--- config.mk ---
export PLATFORM = sky130hd
export DESIGN_NAME = iso_rx_irq_bank
export DESIGN_NICKNAME = d
export VERILOG_FILES = /design/src/core/iso_rx_irq_pkg.sv /design/src/core/iso_rx_irq_bank.sv
export SDC_FILE = /design/constraint.sdc
export NUM_CORES = 1
export LEC_CHECK = 0
export BUFFER_PORTS_ARGS = -buffer_cell sky130_fd_sc_hd__buf_2
export CAP_MARGIN = 10
export CORE_ASPECT_RATIO = 1.25
export CORE_UTILIZATION = 30
export CTS_CLUSTER_SIZE = 10
export DETAILED_ROUTE_END_ITERATION = 10
export PLACE_DENSITY = 0.55
export SETUP_SLACK_MARGIN = 0.2
export SYNTH_ARGS = -nofsm -noshare
export SYNTH_HDL_FRONTEND = slang
export SYNTH_SLANG_ARGS = --single-unit
--- constraint.sdc ---
create_clock -name clk_i -period 1.6 [get_ports clk_i]
set_input_delay 0.08 -clock clk_i [delete_from_list [all_inputs] [get_ports clk_i]]
set_output_delay 0.08 -clock clk_i [all_outputs]
set_load 0.1 [all_outputs]
--- src/core/iso_rx_irq_pkg.sv ---
// package for the receive-context interrupt and bus-management init bank
// assumes a 32-bit classic wishbone slave port with byte addresses
package iso_rx_irq_pkg;
   localparam int          num_contexts          = 4;
   localparam logic [7:0]  iso_rx_event_set      = 8'ha0;
   localparam logic [7:0]  iso_rx_event_clear    = 8'ha4;
   localparam logic [7:0]  iso_rx_mask_set       = 8'ha8;
   localparam logic [7:0]  iso_rx_mask_clear     = 8'hac;
   localparam logic [7:0]  initial_bandwidth     = 8'hb0;
   localparam logic [7:0]  initial_channels_high = 8'hb4;
   localparam logic [7:0]  status_irq            = 8'hc0;
   localparam logic [7:0]  status_irq_mask       = 8'hc4;
   localparam int          bandwidth_width       = 13;
   localparam logic [12:0] bandwidth_reset       = 13'h1333;
   localparam logic [31:0] channels_high_reset   = 32'hffffffff;
   localparam logic [3:0]  event_reset           = 4'h0;
   localparam logic [3:0]  mask_reset            = 4'h0;
   // status register layout: bit 0 = a context completion event, bit 1 = serial bus reset seen
   localparam int          status_width          = 2;
   localparam int          status_ctx_bit        = 0;
   localparam int          status_bus_reset_bit  = 1;
endpackage

--- src/core/iso_rx_irq_bank.sv ---
// receive-context interrupt event/mask set-clear pairs and bus-management initial values
// assumes completion strobes and serial bus reset arrive from logic on clk_i
//
// Function
// - a completed input command with interrupt bits set raises that context's request line
// - each context event bit is set on the rising edge of its request line, not its level
// - writing ones at the event set address sets those event bits, zeros leave them alone
// - an event bit clears only when software writes one to it at the event clear address
// - a read at the event clear address returns event bits anded with the mask bits
// - event bits 31 to 4 read as zero and cannot be written
// - event bit n marks that context n caused the aggregated receive interrupt
// - each mask bit enables the aggregated interrupt for the event bit at its position
// - ones at mask set set mask bits, ones at mask clear clear them, both read the mask
// - the 13-bit initial bandwidth field is read-write, resets to 1333h, survives bus reset
// - initial bandwidth bits 31 to 13 read as zero
// - on any reset the initial bandwidth field is copied to the bandwidth available csr
// - the 32-bit initial channels-high field is read-write, resets to all ones
// - on any reset the channels-high field is copied to the channels available high csr
//
// Our own choice: the Wishbone slave port.
module iso_rx_irq_bank #(
   parameter int num_ctx = iso_rx_irq_pkg::num_contexts
) (
   input  wire logic               clk_i,
   input  wire logic               rst_i,
   input  wire logic               bus_reset_i,
   input  wire logic [num_ctx-1:0] ctx_interrupt_i,
   input  wire logic [31:0]        wb_adr_i,
   input  wire logic [31:0]        wb_dat_i,
   input  wire logic [3:0]         wb_sel_i,
   input  wire logic               wb_we_i,
   input  wire logic               wb_cyc_i,
   input  wire logic               wb_stb_i,
   output logic      [31:0]        wb_dat_o,
   output logic                    wb_ack_o,
   output logic                    aggregated_rx_interrupt_o,
   output logic      [12:0]        bandwidth_available_o,
   output logic      [31:0]        channels_available_high_o,
   output logic                    irq_o
);

   ////////////////////////////////////////////////////////////////////////////////
   logic [num_ctx-1:0] rx_event;
   logic [num_ctx-1:0] rx_mask;
   logic [num_ctx-1:0] ctx_prev;
   logic [12:0]        initial_bandwidth_field;
   logic [31:0]        initial_channels_high_field;
   logic [iso_rx_irq_pkg::status_width-1:0] status;
   logic [iso_rx_irq_pkg::status_width-1:0] status_mask;
   logic               bus_reset_prev;
   logic               access;
   logic               wr;
   logic [7:0]         offset;
   logic [31:0]        wmask;
   logic [31:0]        wdata;
   logic [num_ctx-1:0] ctx_rise;
   logic               bus_reset_rise;
   logic [31:0]        next_rdata;

   // merge byte lanes into a bit mask so partial writes only touch selected bytes
   function automatic logic [31:0] lane_mask(input logic [3:0] sel);
      lane_mask = {{8{sel[3]}}, {8{sel[2]}}, {8{sel[1]}}, {8{sel[0]}}};
   endfunction

   // request is taken only while ack is low, giving one ack per request
   assign access = wb_cyc_i & wb_stb_i & ~wb_ack_o;
   assign wr     = access & wb_we_i;
   assign offset = wb_adr_i[7:0];
   assign wmask  = lane_mask(wb_sel_i);
   assign wdata  = wb_dat_i & wmask;

   ////////////////////////////////////////////////////////////////////////////////
   // edge detectors: a request line held high sets its bit only once
   always_ff @(posedge clk_i) begin
      if (rst_i) begin
         ctx_prev       <= '0;
         bus_reset_prev <= 1'b0;
      end else begin
         ctx_prev       <= ctx_interrupt_i;
         bus_reset_prev <= bus_reset_i;
      end
   end

   assign ctx_rise       = ctx_interrupt_i & ~ctx_prev;
   assign bus_reset_rise = bus_reset_i & ~bus_reset_prev;

   // event bits: hardware edge or set write sets, clear write clears, set wins
   always_ff @(posedge clk_i) begin
      if (rst_i) begin
         rx_event <= iso_rx_irq_pkg::event_reset;
      end else begin
         rx_event <= (rx_event
                      & ~((wr && offset == iso_rx_irq_pkg::iso_rx_event_clear)
                          ? wdata[num_ctx-1:0] : '0))
                     | ((wr && offset == iso_rx_irq_pkg::iso_rx_event_set)
                        ? wdata[num_ctx-1:0] : '0)
                     | ctx_rise;
      end
   end

   // mask bits: set pair and clear pair; a simultaneous set and clear cannot occur
   always_ff @(posedge clk_i) begin
      if (rst_i) begin
         rx_mask <= iso_rx_irq_pkg::mask_reset;
      end else if (wr && offset == iso_rx_irq_pkg::iso_rx_mask_set) begin
         rx_mask <= rx_mask | wdata[num_ctx-1:0];
      end else if (wr && offset == iso_rx_irq_pkg::iso_rx_mask_clear) begin
         rx_mask <= rx_mask & ~wdata[num_ctx-1:0];
      end
   end

   ////////////////////////////////////////////////////////////////////////////////
   // initial value registers: only system/software reset restores them
   always_ff @(posedge clk_i) begin
      if (rst_i) begin
         initial_bandwidth_field     <= iso_rx_irq_pkg::bandwidth_reset;
         initial_channels_high_field <= iso_rx_irq_pkg::channels_high_reset;
      end else if (wr) begin
         if (offset == iso_rx_irq_pkg::initial_bandwidth) begin
            initial_bandwidth_field <= (initial_bandwidth_field & ~wmask[12:0])
                                       | wdata[12:0];
         end
         if (offset == iso_rx_irq_pkg::initial_channels_high) begin
            initial_channels_high_field <= (initial_channels_high_field & ~wmask)
                                           | wdata;
         end
      end
   end

   // bus-management csr copies: loaded on reset release path and on serial bus reset;
   // during rst_i the copy takes the reset defaults, which equal the fields' reset values
   always_ff @(posedge clk_i) begin
      if (rst_i) begin
         bandwidth_available_o     <= iso_rx_irq_pkg::bandwidth_reset;
         channels_available_high_o <= iso_rx_irq_pkg::channels_high_reset;
      end else if (bus_reset_i) begin
         bandwidth_available_o     <= initial_bandwidth_field;
         channels_available_high_o <= initial_channels_high_field;
      end
   end

   ////////////////////////////////////////////////////////////////////////////////
   // aggregated request toward the top-level event register, registered
   always_ff @(posedge clk_i) begin
      if (rst_i) begin
         aggregated_rx_interrupt_o <= 1'b0;
      end else begin
         aggregated_rx_interrupt_o <= |(rx_event & rx_mask);
      end
   end

   // block's own sticky status with write-one-to-clear; set beats clear
   always_ff @(posedge clk_i) begin
      if (rst_i) begin
         status <= '0;
      end else begin
         status <= (status & ~((wr && offset == iso_rx_irq_pkg::status_irq)
                               ? wdata[iso_rx_irq_pkg::status_width-1:0] : '0))
                   | {bus_reset_rise, |ctx_rise};
      end
   end

   always_ff @(posedge clk_i) begin
      if (rst_i) begin
         status_mask <= '0;
      end else if (wr && offset == iso_rx_irq_pkg::status_irq_mask) begin
         status_mask <= (status_mask & ~wmask[iso_rx_irq_pkg::status_width-1:0])
                        | wdata[iso_rx_irq_pkg::status_width-1:0];
      end
   end

   // level interrupt; lags the status bit by one cycle to stay a flip-flop output
   always_ff @(posedge clk_i) begin
      if (rst_i) begin
         irq_o <= 1'b0;
      end else begin
         irq_o <= |(status & status_mask);
      end
   end

   ////////////////////////////////////////////////////////////////////////////////
   // read mux; unmapped addresses read zero and still ack
   always_comb begin
      next_rdata = 32'h00000000;
      unique case (offset)
         iso_rx_irq_pkg::iso_rx_event_set:      next_rdata[num_ctx-1:0] = rx_event;
         iso_rx_irq_pkg::iso_rx_event_clear:
            next_rdata[num_ctx-1:0] = rx_event & rx_mask;
         iso_rx_irq_pkg::iso_rx_mask_set:       next_rdata[num_ctx-1:0] = rx_mask;
         iso_rx_irq_pkg::iso_rx_mask_clear:     next_rdata[num_ctx-1:0] = rx_mask;
         iso_rx_irq_pkg::initial_bandwidth:     next_rdata[12:0] = initial_bandwidth_field;
         iso_rx_irq_pkg::initial_channels_high: next_rdata = initial_channels_high_field;
         iso_rx_irq_pkg::status_irq:
            next_rdata[iso_rx_irq_pkg::status_width-1:0] = status;
         iso_rx_irq_pkg::status_irq_mask:
            next_rdata[iso_rx_irq_pkg::status_width-1:0] = status_mask;
         default:                               next_rdata = 32'h00000000;
      endcase
   end

   // one-cycle ack a cycle after the request is seen; reads never change state
   always_ff @(posedge clk_i) begin
      if (rst_i) begin
         wb_ack_o <= 1'b0;
         wb_dat_o <= 32'h00000000;
      end else begin
         wb_ack_o <= access;
         wb_dat_o <= access ? next_rdata : 32'h00000000;
      end
   end

   ////////////////////////////////////////////////////////////////////////////////
   // checks
   // most antecedents are one bus access or one edge, so each check stays local
   // to the logic it guards and fails on the cycle after the cause; a_idle_data fails in the same cycle

   // context edge sets its bit
   a_event_edge_set: assert property (@(posedge clk_i) disable iff (rst_i)
      (ctx_interrupt_i[0] && !ctx_prev[0]) |=> rx_event[0])
      else $error("context 0 edge did not set event");

   // a held level never sets again
   a_event_level_only: assert property (@(posedge clk_i) disable iff (rst_i)
      (ctx_interrupt_i[1] && ctx_prev[1] && !rx_event[1] && !wr) |=> !rx_event[1])
      else $error("held level set event again");

   // set write sets
   a_event_set_write: assert property (@(posedge clk_i) disable iff (rst_i)
      (wr && offset == iso_rx_irq_pkg::iso_rx_event_set && wdata[2]) |=> rx_event[2])
      else $error("event set write ignored");

   // only a clear write drops a bit
   a_event_sticky: assert property (@(posedge clk_i) disable iff (rst_i)
      (rx_event[3] && !(wr && offset == iso_rx_irq_pkg::iso_rx_event_clear && wdata[3]))
      |=> rx_event[3])
      else $error("event cleared without clear write");

   // clear write clears when no edge competes
   a_event_clear_write: assert property (@(posedge clk_i) disable iff (rst_i)
      (wr && offset == iso_rx_irq_pkg::iso_rx_event_clear && wdata[0]
       && !ctx_rise[0]) |=> !rx_event[0])
      else $error("clear write did not clear");

   // clear address reads the masked events
   a_clear_read_and: assert property (@(posedge clk_i) disable iff (rst_i)
      (access && !wb_we_i && offset == iso_rx_irq_pkg::iso_rx_event_clear)
      |=> wb_ack_o && wb_dat_o == {{(32-num_ctx){1'b0}}, $past(rx_event & rx_mask)})
      else $error("clear address read wrong");

   // mask clear clears
   a_mask_pair: assert property (@(posedge clk_i) disable iff (rst_i)
      (wr && offset == iso_rx_irq_pkg::iso_rx_mask_clear && wdata[1]) |=> !rx_mask[1])
      else $error("mask clear failed");

   // reserved bandwidth bits stay zero
   a_bw_readback: assert property (@(posedge clk_i) disable iff (rst_i)
      (access && !wb_we_i && offset == iso_rx_irq_pkg::initial_bandwidth)
      |=> wb_dat_o[31:13] == 19'h00000)
      else $error("bandwidth upper bits not zero");

   // serial bus reset copies both fields
   a_bus_reset_copy: assert property (@(posedge clk_i) disable iff (rst_i)
      bus_reset_i |=> bandwidth_available_o == $past(initial_bandwidth_field)
                      && channels_available_high_o == $past(initial_channels_high_field))
      else $error("bus reset copy missing");

   // serial bus reset leaves the init fields alone
   a_bw_keeps: assert property (@(posedge clk_i) disable iff (rst_i)
      (bus_reset_i && !wr) |=> $stable(initial_bandwidth_field)
                               && $stable(initial_channels_high_field))
      else $error("init field changed on bus reset");

   // registered aggregate follows the masked events
   a_aggregate_out: assert property (@(posedge clk_i) disable iff (rst_i)
      aggregated_rx_interrupt_o == $past(|(rx_event & rx_mask)))
      else $error("aggregated interrupt wrong");

   // the other contexts' edges
   a_edge_ctx1: assert property (@(posedge clk_i) disable iff (rst_i)
      ctx_rise[1] |=> rx_event[1])
      else $error("context 1 edge did not set event");

   a_edge_ctx2: assert property (@(posedge clk_i) disable iff (rst_i)
      ctx_rise[2] |=> rx_event[2])
      else $error("context 2 edge did not set event");

   a_edge_ctx3: assert property (@(posedge clk_i) disable iff (rst_i)
      ctx_rise[3] |=> rx_event[3])
      else $error("context 3 edge did not set event");

   // every written one lands on a set write
   a_set_all_ones: assert property (@(posedge clk_i) disable iff (rst_i)
      (wr && offset == iso_rx_irq_pkg::iso_rx_event_set)
      |=> (rx_event & $past(wdata[num_ctx-1:0])) == $past(wdata[num_ctx-1:0]))
      else $error("set write missed a bit");

   // a set write never drops a bit
   a_set_zero_keeps: assert property (@(posedge clk_i) disable iff (rst_i)
      (wr && offset == iso_rx_irq_pkg::iso_rx_event_set)
      |=> (rx_event & $past(rx_event)) == $past(rx_event))
      else $error("set write dropped a bit");

   // reading never clears
   a_read_no_clear: assert property (@(posedge clk_i) disable iff (rst_i)
      (access && !wb_we_i) |=> (rx_event & $past(rx_event)) == $past(rx_event))
      else $error("read cleared an event");

   // zeros at the clear address keep their bits
   a_clear_zero_keeps: assert property (@(posedge clk_i) disable iff (rst_i)
      (wr && offset == iso_rx_irq_pkg::iso_rx_event_clear)
      |=> (rx_event & $past(rx_event) & ~$past(wdata[num_ctx-1:0]))
          == ($past(rx_event) & ~$past(wdata[num_ctx-1:0])))
      else $error("clear write dropped an unwritten bit");

   // an edge beats a clear in the same cycle
   a_set_wins: assert property (@(posedge clk_i) disable iff (rst_i)
      (wr && offset == iso_rx_irq_pkg::iso_rx_event_clear && ctx_rise[1]) |=> rx_event[1])
      else $error("clear beat a context edge");

   // set address reads the raw events
   a_set_read: assert property (@(posedge clk_i) disable iff (rst_i)
      (access && !wb_we_i && offset == iso_rx_irq_pkg::iso_rx_event_set)
      |=> wb_dat_o == {{(32-num_ctx){1'b0}}, $past(rx_event)})
      else $error("event set read wrong");

   // both mask addresses read the mask
   a_mask_set_read: assert property (@(posedge clk_i) disable iff (rst_i)
      (access && !wb_we_i && offset == iso_rx_irq_pkg::iso_rx_mask_set)
      |=> wb_dat_o == {{(32-num_ctx){1'b0}}, $past(rx_mask)})
      else $error("mask set read wrong");

   a_mask_clr_read: assert property (@(posedge clk_i) disable iff (rst_i)
      (access && !wb_we_i && offset == iso_rx_irq_pkg::iso_rx_mask_clear)
      |=> wb_dat_o == {{(32-num_ctx){1'b0}}, $past(rx_mask)})
      else $error("mask clear read wrong");

   // mask set sets every written one
   a_mask_set_ones: assert property (@(posedge clk_i) disable iff (rst_i)
      (wr && offset == iso_rx_irq_pkg::iso_rx_mask_set)
      |=> (rx_mask & $past(wdata[num_ctx-1:0])) == $past(wdata[num_ctx-1:0]))
      else $error("mask set missed a bit");

   // mask clear clears every written one
   a_mask_clr_ones: assert property (@(posedge clk_i) disable iff (rst_i)
      (wr && offset == iso_rx_irq_pkg::iso_rx_mask_clear)
      |=> (rx_mask & $past(wdata[num_ctx-1:0])) == {num_ctx{1'b0}})
      else $error("mask clear missed a bit");

   // init field readback
   a_bw_read: assert property (@(posedge clk_i) disable iff (rst_i)
      (access && !wb_we_i && offset == iso_rx_irq_pkg::initial_bandwidth)
      |=> wb_dat_o[12:0] == $past(initial_bandwidth_field))
      else $error("bandwidth read wrong");

   a_chan_read: assert property (@(posedge clk_i) disable iff (rst_i)
      (access && !wb_we_i && offset == iso_rx_irq_pkg::initial_channels_high)
      |=> wb_dat_o == $past(initial_channels_high_field))
      else $error("channels high read wrong");

   // csr copies move only on a serial bus reset
   a_csr_hold: assert property (@(posedge clk_i) disable iff (rst_i)
      !bus_reset_i |=> $stable(bandwidth_available_o) && $stable(channels_available_high_o))
      else $error("csr copy moved without bus reset");

   // one ack per request, data zero when idle
   a_ack_follows: assert property (@(posedge clk_i) disable iff (rst_i)
      access |=> wb_ack_o)
      else $error("request not acked");

   a_ack_single: assert property (@(posedge clk_i) disable iff (rst_i)
      wb_ack_o |=> !wb_ack_o)
      else $error("ack longer than one cycle");

   a_idle_data: assert property (@(posedge clk_i) disable iff (rst_i)
      !wb_ack_o |-> wb_dat_o == 32'h00000000)
      else $error("read data without ack");

   // an all-zero mask keeps the aggregate low; an enabled context 2 event raises it
   a_agg_masked: assert property (@(posedge clk_i) disable iff (rst_i)
      (rx_mask == {num_ctx{1'b0}}) |=> !aggregated_rx_interrupt_o)
      else $error("aggregate high with mask off");

   a_agg_from_ctx: assert property (@(posedge clk_i) disable iff (rst_i)
      (rx_event[2] && rx_mask[2]) |=> aggregated_rx_interrupt_o)
      else $error("context 2 did not raise aggregate");

   // own status bits
   a_status_ctx: assert property (@(posedge clk_i) disable iff (rst_i)
      (|ctx_rise) |=> status[iso_rx_irq_pkg::status_ctx_bit])
      else $error("status context bit not set");

   a_status_bus: assert property (@(posedge clk_i) disable iff (rst_i)
      bus_reset_rise |=> status[iso_rx_irq_pkg::status_bus_reset_bit])
      else $error("status bus reset bit not set");

   // main scenarios
   c_edge_to_irq: cover property (@(posedge clk_i) disable iff (rst_i)
      ctx_rise[0] && rx_mask[0] ##2 aggregated_rx_interrupt_o);
   c_set_and_clear: cover property (@(posedge clk_i) disable iff (rst_i)
      ctx_rise[1] && wr && offset == iso_rx_irq_pkg::iso_rx_event_clear && wdata[1]);
   c_bus_reset: cover property (@(posedge clk_i) disable iff (rst_i) bus_reset_rise);
   c_masked_read: cover property (@(posedge clk_i) disable iff (rst_i)
      access && !wb_we_i && offset == iso_rx_irq_pkg::iso_rx_event_clear && |(rx_event & rx_mask));
   c_status_irq: cover property (@(posedge clk_i) disable iff (rst_i) irq_o);
endmodule

======== After elaboration in Yosys (flattened, before gate mapping) ========
Cells that the tools add are included.
operators by class
  equal/unequal tests ..................... 8
  muxes and demuxes ....................... 8
  bitwise gates (word level) .............. 32
  reductions and logical operators ........ 15
operator list
  operator                                     count
  AND 32 bit                                   2
  equality test 8 bit (second input constant)  8
  NOT 32 bit                                   1
  OR 32 bit                                    1
  one-hot mux 9 bit (2 select lines)           1
  AND 4 bit                                    4
  2-to-1 mux 4 bit                             4
  one-hot mux 2 bit (7 select lines)           1
  AND 13 bit                                   1
  NOT 13 bit                                   1
  OR 13 bit                                    1
  NOT 4 bit                                    3
  OR 4 bit                                     3
  one-hot mux 2 bit (5 select lines)           1
  OR reduction 4 bit                           2
  AND 2 bit                                    3
  logical AND 1 bit                            6
  OR reduction 2 bit                           3
  AND 1 bit                                    4
  NOT 1 bit                                    4
  NOT 2 bit                                    2
  OR 2 bit                                     2
  AND reduction 2 bit                          2
  OR reduction 3 bit                           1
  other kinds (2)                              2
word-level totals
  bits in registers ....................... 142
  input port bits ......................... 78
  output and inout port bits .............. 80

======== Longest topological paths before layout ========
  depth after elaboration ................. 9
  mapped depth ............................ 7

======== Least setup slack after synthesis ========
No wires, ideal clock.
  kind .................................... register to register
  from .................................... register wb_ack_o
  to ...................................... register (tool-made name)
  arrival ................................. 2.017 ns
  data required time ...................... 1.478 ns
  path slack .............................. -0.539 ns
  stages on the path, launching flop included .. 5
  period minus slack after synthesis ...... 2.139 ns
  cell sequence ........................... dfxtp_1 > and4b_1 > buf_2 > and3_1 > a221o_1
RTL lines
  element                 RTL line                source
  from (decl)             iso_rx_irq_bank.sv:35   output logic wb_ack_o,
  from (signal assigned)  iso_rx_irq_bank.sv:207  wb_ack_o <= access;

==> results.md <==
- The run finished with clean final reports.
- After detailed routing, the number of remaining DRC violations is 0.
- In this run the worst path has a maximum fanout of 8.
- Once layout is complete, the utilization of the core stands at 0.450.
- In this run the most used layer during global routing was met2.
- The cell count after placement is roughly 900.
- The ratio of total power to cell area is 1140 nW/um^2.
- The starting utilization of the core area is 0.308.
- The total negative slack for setup checks is 0 ps.
- Dividing the detail-routed wire length by the instance count gives 16.3 um.
- The number of detailed-routing iterations run before antenna repair is 4.
- The post-route worst setup slack is about 44 ps.
- The die is 122 um wide.
- The clock buffer count from CTS is 17.
- Across the run, the number of max-cap violations was 0.
- Once detail routing completed, the nets flagged for antenna violations numbered 0.
- The core outline area is 17500 um^2.
- STA classifies the critical path startpoint as a flip-flop.
- Synthesis produced a netlist with a net count of 623.
- In this run the deepest clock path goes through 2 buffers.
- The cell area that synthesis handed to floorplanning was between 5000 and 6000 um^2.
- Clock-pin slew was measured on the worst setup and hold paths at 70 ps.
- The routed wire length is roughly 16000 um.
- The transition time at the pin with the least slew margin is roughly 680 ps.
- The met2 usage is 0.292.
- The floorplan step defined a die boundary enclosing roughly 18000 um^2.
- The number of warnings printed during yosys synthesis is 0.
- The CTS tree is built.
- In the finished design, the share of the clock period the worst path needs comes to 0.973.
- The area growth from synthesis to final layout is 46.3%.
- The commonest cells after synthesis are 142 x sky130_fd_sc_hd__dfxtp_1, 52 x sky130_fd_sc_hd__nor2_1, 48 x sky130_fd_sc_hd__nor2b_1.
- The total cell area at the placement stage is 6340 um^2.
- The net count of the finished layout is between 800 and 900.
- The predominant post-synthesis flop cell is sky130_fd_sc_hd__dfxtp_1.
- The via count is 4749.
- Yosys instantiated no cell more often than sky130_fd_sc_hd__dfxtp_1.
- The cell at the root of the clock tree is sky130_fd_sc_hd__clkbuf_16.
- The initial antenna violation count is 2.
- During I/O placement, the number of pins put on the boundary was about 160.
- The first global-routing pass estimated 23500 um of wire.
- The largest area contributor in the netlist is sky130_fd_sc_hd__dfxtp_1.
- The clock net sink count is about 140.
- The arrival time at the worst endpoint is 1900 ps.
- The count of state elements after synthesis is 142.
- For the worst setup path, the data required time is slightly below 2000 ps.
- Of the post-synthesis cell area, the dominant cell type holds 0.528.
- After detailed routing, the number of vias per cell comes to 4.92.
- Setup violations remaining at the end of the flow were counted as 0.
- The worst slack after detailed placement is -48.4 ps.
- The critical path is of the flip-flop to flip-flop type.
- After synthesis, the mean cell area works out to slightly below 10 um^2.
- The vertical extent of the die is ~150 um.
- In the final layout, the share of cells above drive strength 1 is 0.360.
- Setup repair after global routing could not meet its margin everywhere.
- The total half-perimeter wirelength after legalization and detailed placement is about 9000 um.
- Measured against its own limit, the worst slew margin works out to 0.544.
- The netlist uses 48 different library cells.
- The total of buffers placed on input and output ports is 133.
- The global routing met1 resource utilization is 0.188.
- For this run, global-route usage on met3 was measured as 0.0450.
- The final instance area is 7880 um^2.
- After synthesis, the share of flip-flops with an asynchronous set or reset is 0.
- The worst setup path is captured at a flip-flop.
- The maximum frequency from static timing analysis is around 640 MHz.
- The number of pins exceeding their max-slew limit in the final report is 0.
- Counting flops with a built-in enable in the synthesized netlist gives 0.
- The largest net degree at the start of global routing is roughly 140.
- Of the synthesized area, sequential elements account for 0.528.
- The insertion delay to the later sink of the worst-skew pair is roughly 420 ps.
- For this run the aggregate overflow at the end of global routing stands at 0.
- The initialized floorplan defines 54 standard-cell rows.
- The tightest min-delay check is of the primary input to flip-flop type.
- The number of global-route vias before repair is 4543.
- The hold violation count in the final report is 0.
- Ranked by total cell area, the synthesized netlist is headed by sky130_fd_sc_hd__dfxtp_1 53%, sky130_fd_sc_hd__a211o_1 7.0%, sky130_fd_sc_hd__nor2b_1 5.6%.
- The total global routing track utilization is 0.167.
- The finished layout holds approximately 970 standard cells, fillers aside.
- The final setup skew is around 14 ps.
- Routability-driven placement finished with a final weighted congestion of ~0.87.
- Synthesis produced a netlist whose cell count is 545.
- For this block, the initial DRC count from the detailed router was ~200.
- In this run the static leakage power is ~0.0033 uW.
- The largest voltage drop on the vdd net is approximately 0.71 mV.
- The clock tree synthesis step divided the H-tree into 4 levels.
- The post-layout minimum cycle time is roughly 1600 ps.
==> worst max-delay path, cell delays in order, from the launching register on <==
cell and delay, ps:
sky130_fd_sc_hd__dfxtp_4 340, sky130_fd_sc_hd__and4b_4 420, sky130_fd_sc_hd__buf_6 150, sky130_fd_sc_hd__buf_6 90, sky130_fd_sc_hd__buf_12 90, sky130_fd_sc_hd__nand4_4 180
sky130_fd_sc_hd__a21oi_2 190
==> placed cells by master, fill, tap and decap left out, types with 4 or more instances in the layout <==
master                          instances
sky130_fd_sc_hd__dfxtp_1              141
sky130_fd_sc_hd__buf_2                131
sky130_fd_sc_hd__nor2_1                52
sky130_fd_sc_hd__nor2b_1               48
sky130_fd_sc_hd__a211o_1               43
sky130_fd_sc_hd__dlygate4sd3_1         40
sky130_fd_sc_hd__a21oi_1               33
sky130_fd_sc_hd__clkbuf_16             20
sky130_fd_sc_hd__and2_4                18
sky130_fd_sc_hd__nor3_1                16
sky130_fd_sc_hd__nor3_2                16
sky130_fd_sc_hd__nand2_1               15
sky130_fd_sc_hd__mux2i_1               15
sky130_fd_sc_hd__a21oi_2               13
sky130_fd_sc_hd__buf_4                 13
sky130_fd_sc_hd__a22o_1                 9
sky130_fd_sc_hd__buf_6                  8
sky130_fd_sc_hd__nand3_1                7
sky130_fd_sc_hd__o21ai_0                7
sky130_fd_sc_hd__nand4_4                7
sky130_fd_sc_hd__buf_12                 7
sky130_fd_sc_hd__a31oi_1                6
sky130_fd_sc_hd__and2_1                 5
sky130_fd_sc_hd__inv_1                  4
sky130_fd_sc_hd__clkbuf_8               4
sky130_fd_sc_hd__bufinv_16              4
==> cell families (layout without fill, tap and decap cells) <==
logic type,after synthesis,after routing,share of synthesized area
compound gates,126,126,0.162
mux,17,17,0.0321
flops,142,142,0.528
other cells,0,1,0
simple gates,213,216,0.235
buf+inv,47,240,0.0427
==> final timing paths <==
check | start | slack [ps] | endpoint | cells after the start
worst max register to register | wb_ack_o | 40 | flip-flop | 6
worst min-delay path | rst_i | 20 | wb_ack_o | 3
worst min register to register | flip-flop | 460 | flip-flop | 2
worst max-delay path | wb_ack_o | 40 | flip-flop | 6
==> report_power, final <==
group / leakage, uW / internal (uW) / switching (uW) / total, uW
Sequential: 0.00116 / 3610 / 35.8 / 3640
Combinational: 0.00180 / 292 / 671 / 964
Clock: 0.000317 / 2870 / 1480 / 4340
Total: 0.00327 / 6760 / 2180 / 8950
==> area by class of cell <==
cell class                      count  area, um^2
Fill cell                        1679        9620
Sequential cell                   142        2850
Multi-Input combinational cell    359        2610
Timing Repair Buffer              203        1460
Clock buffer                       23         509
Tap cell                          224         280
Clock inverter                      9         153
Inverter                            5        18.8
Antenna cell                        1        2.50
==> metal layers <==
metal | wire length [um] | share of wire | vias to the layer above
met4 | 306 | 0.019 | 2
met2 | 8060 | 0.51 | 136
met5 | 13 | 0.00083 | -
li1 | - | - | 2317
met1 | 6620 | 0.42 | 2267
met3 | 691 | 0.044 | 27
==> repair_timing <==
item	CTS	global route
setup buffers	9	4
endpoints found under the setup margin	55	89
gates cloned	3	3
pin swaps	2	13
endpoints found under the hold margin	47	0
gates resized for setup	15	49
hold buffers	40	0
==> metrics by stage <==
stage	power (uW)	hold slack, ps
finish	8950	20.5
global route	9260	10.7
CTS	9030	13.8
detailed placement	4560	316
global placement	4550	304
floorplan	4330	208
Note: power is estimated with default switching activity, not from simulation.
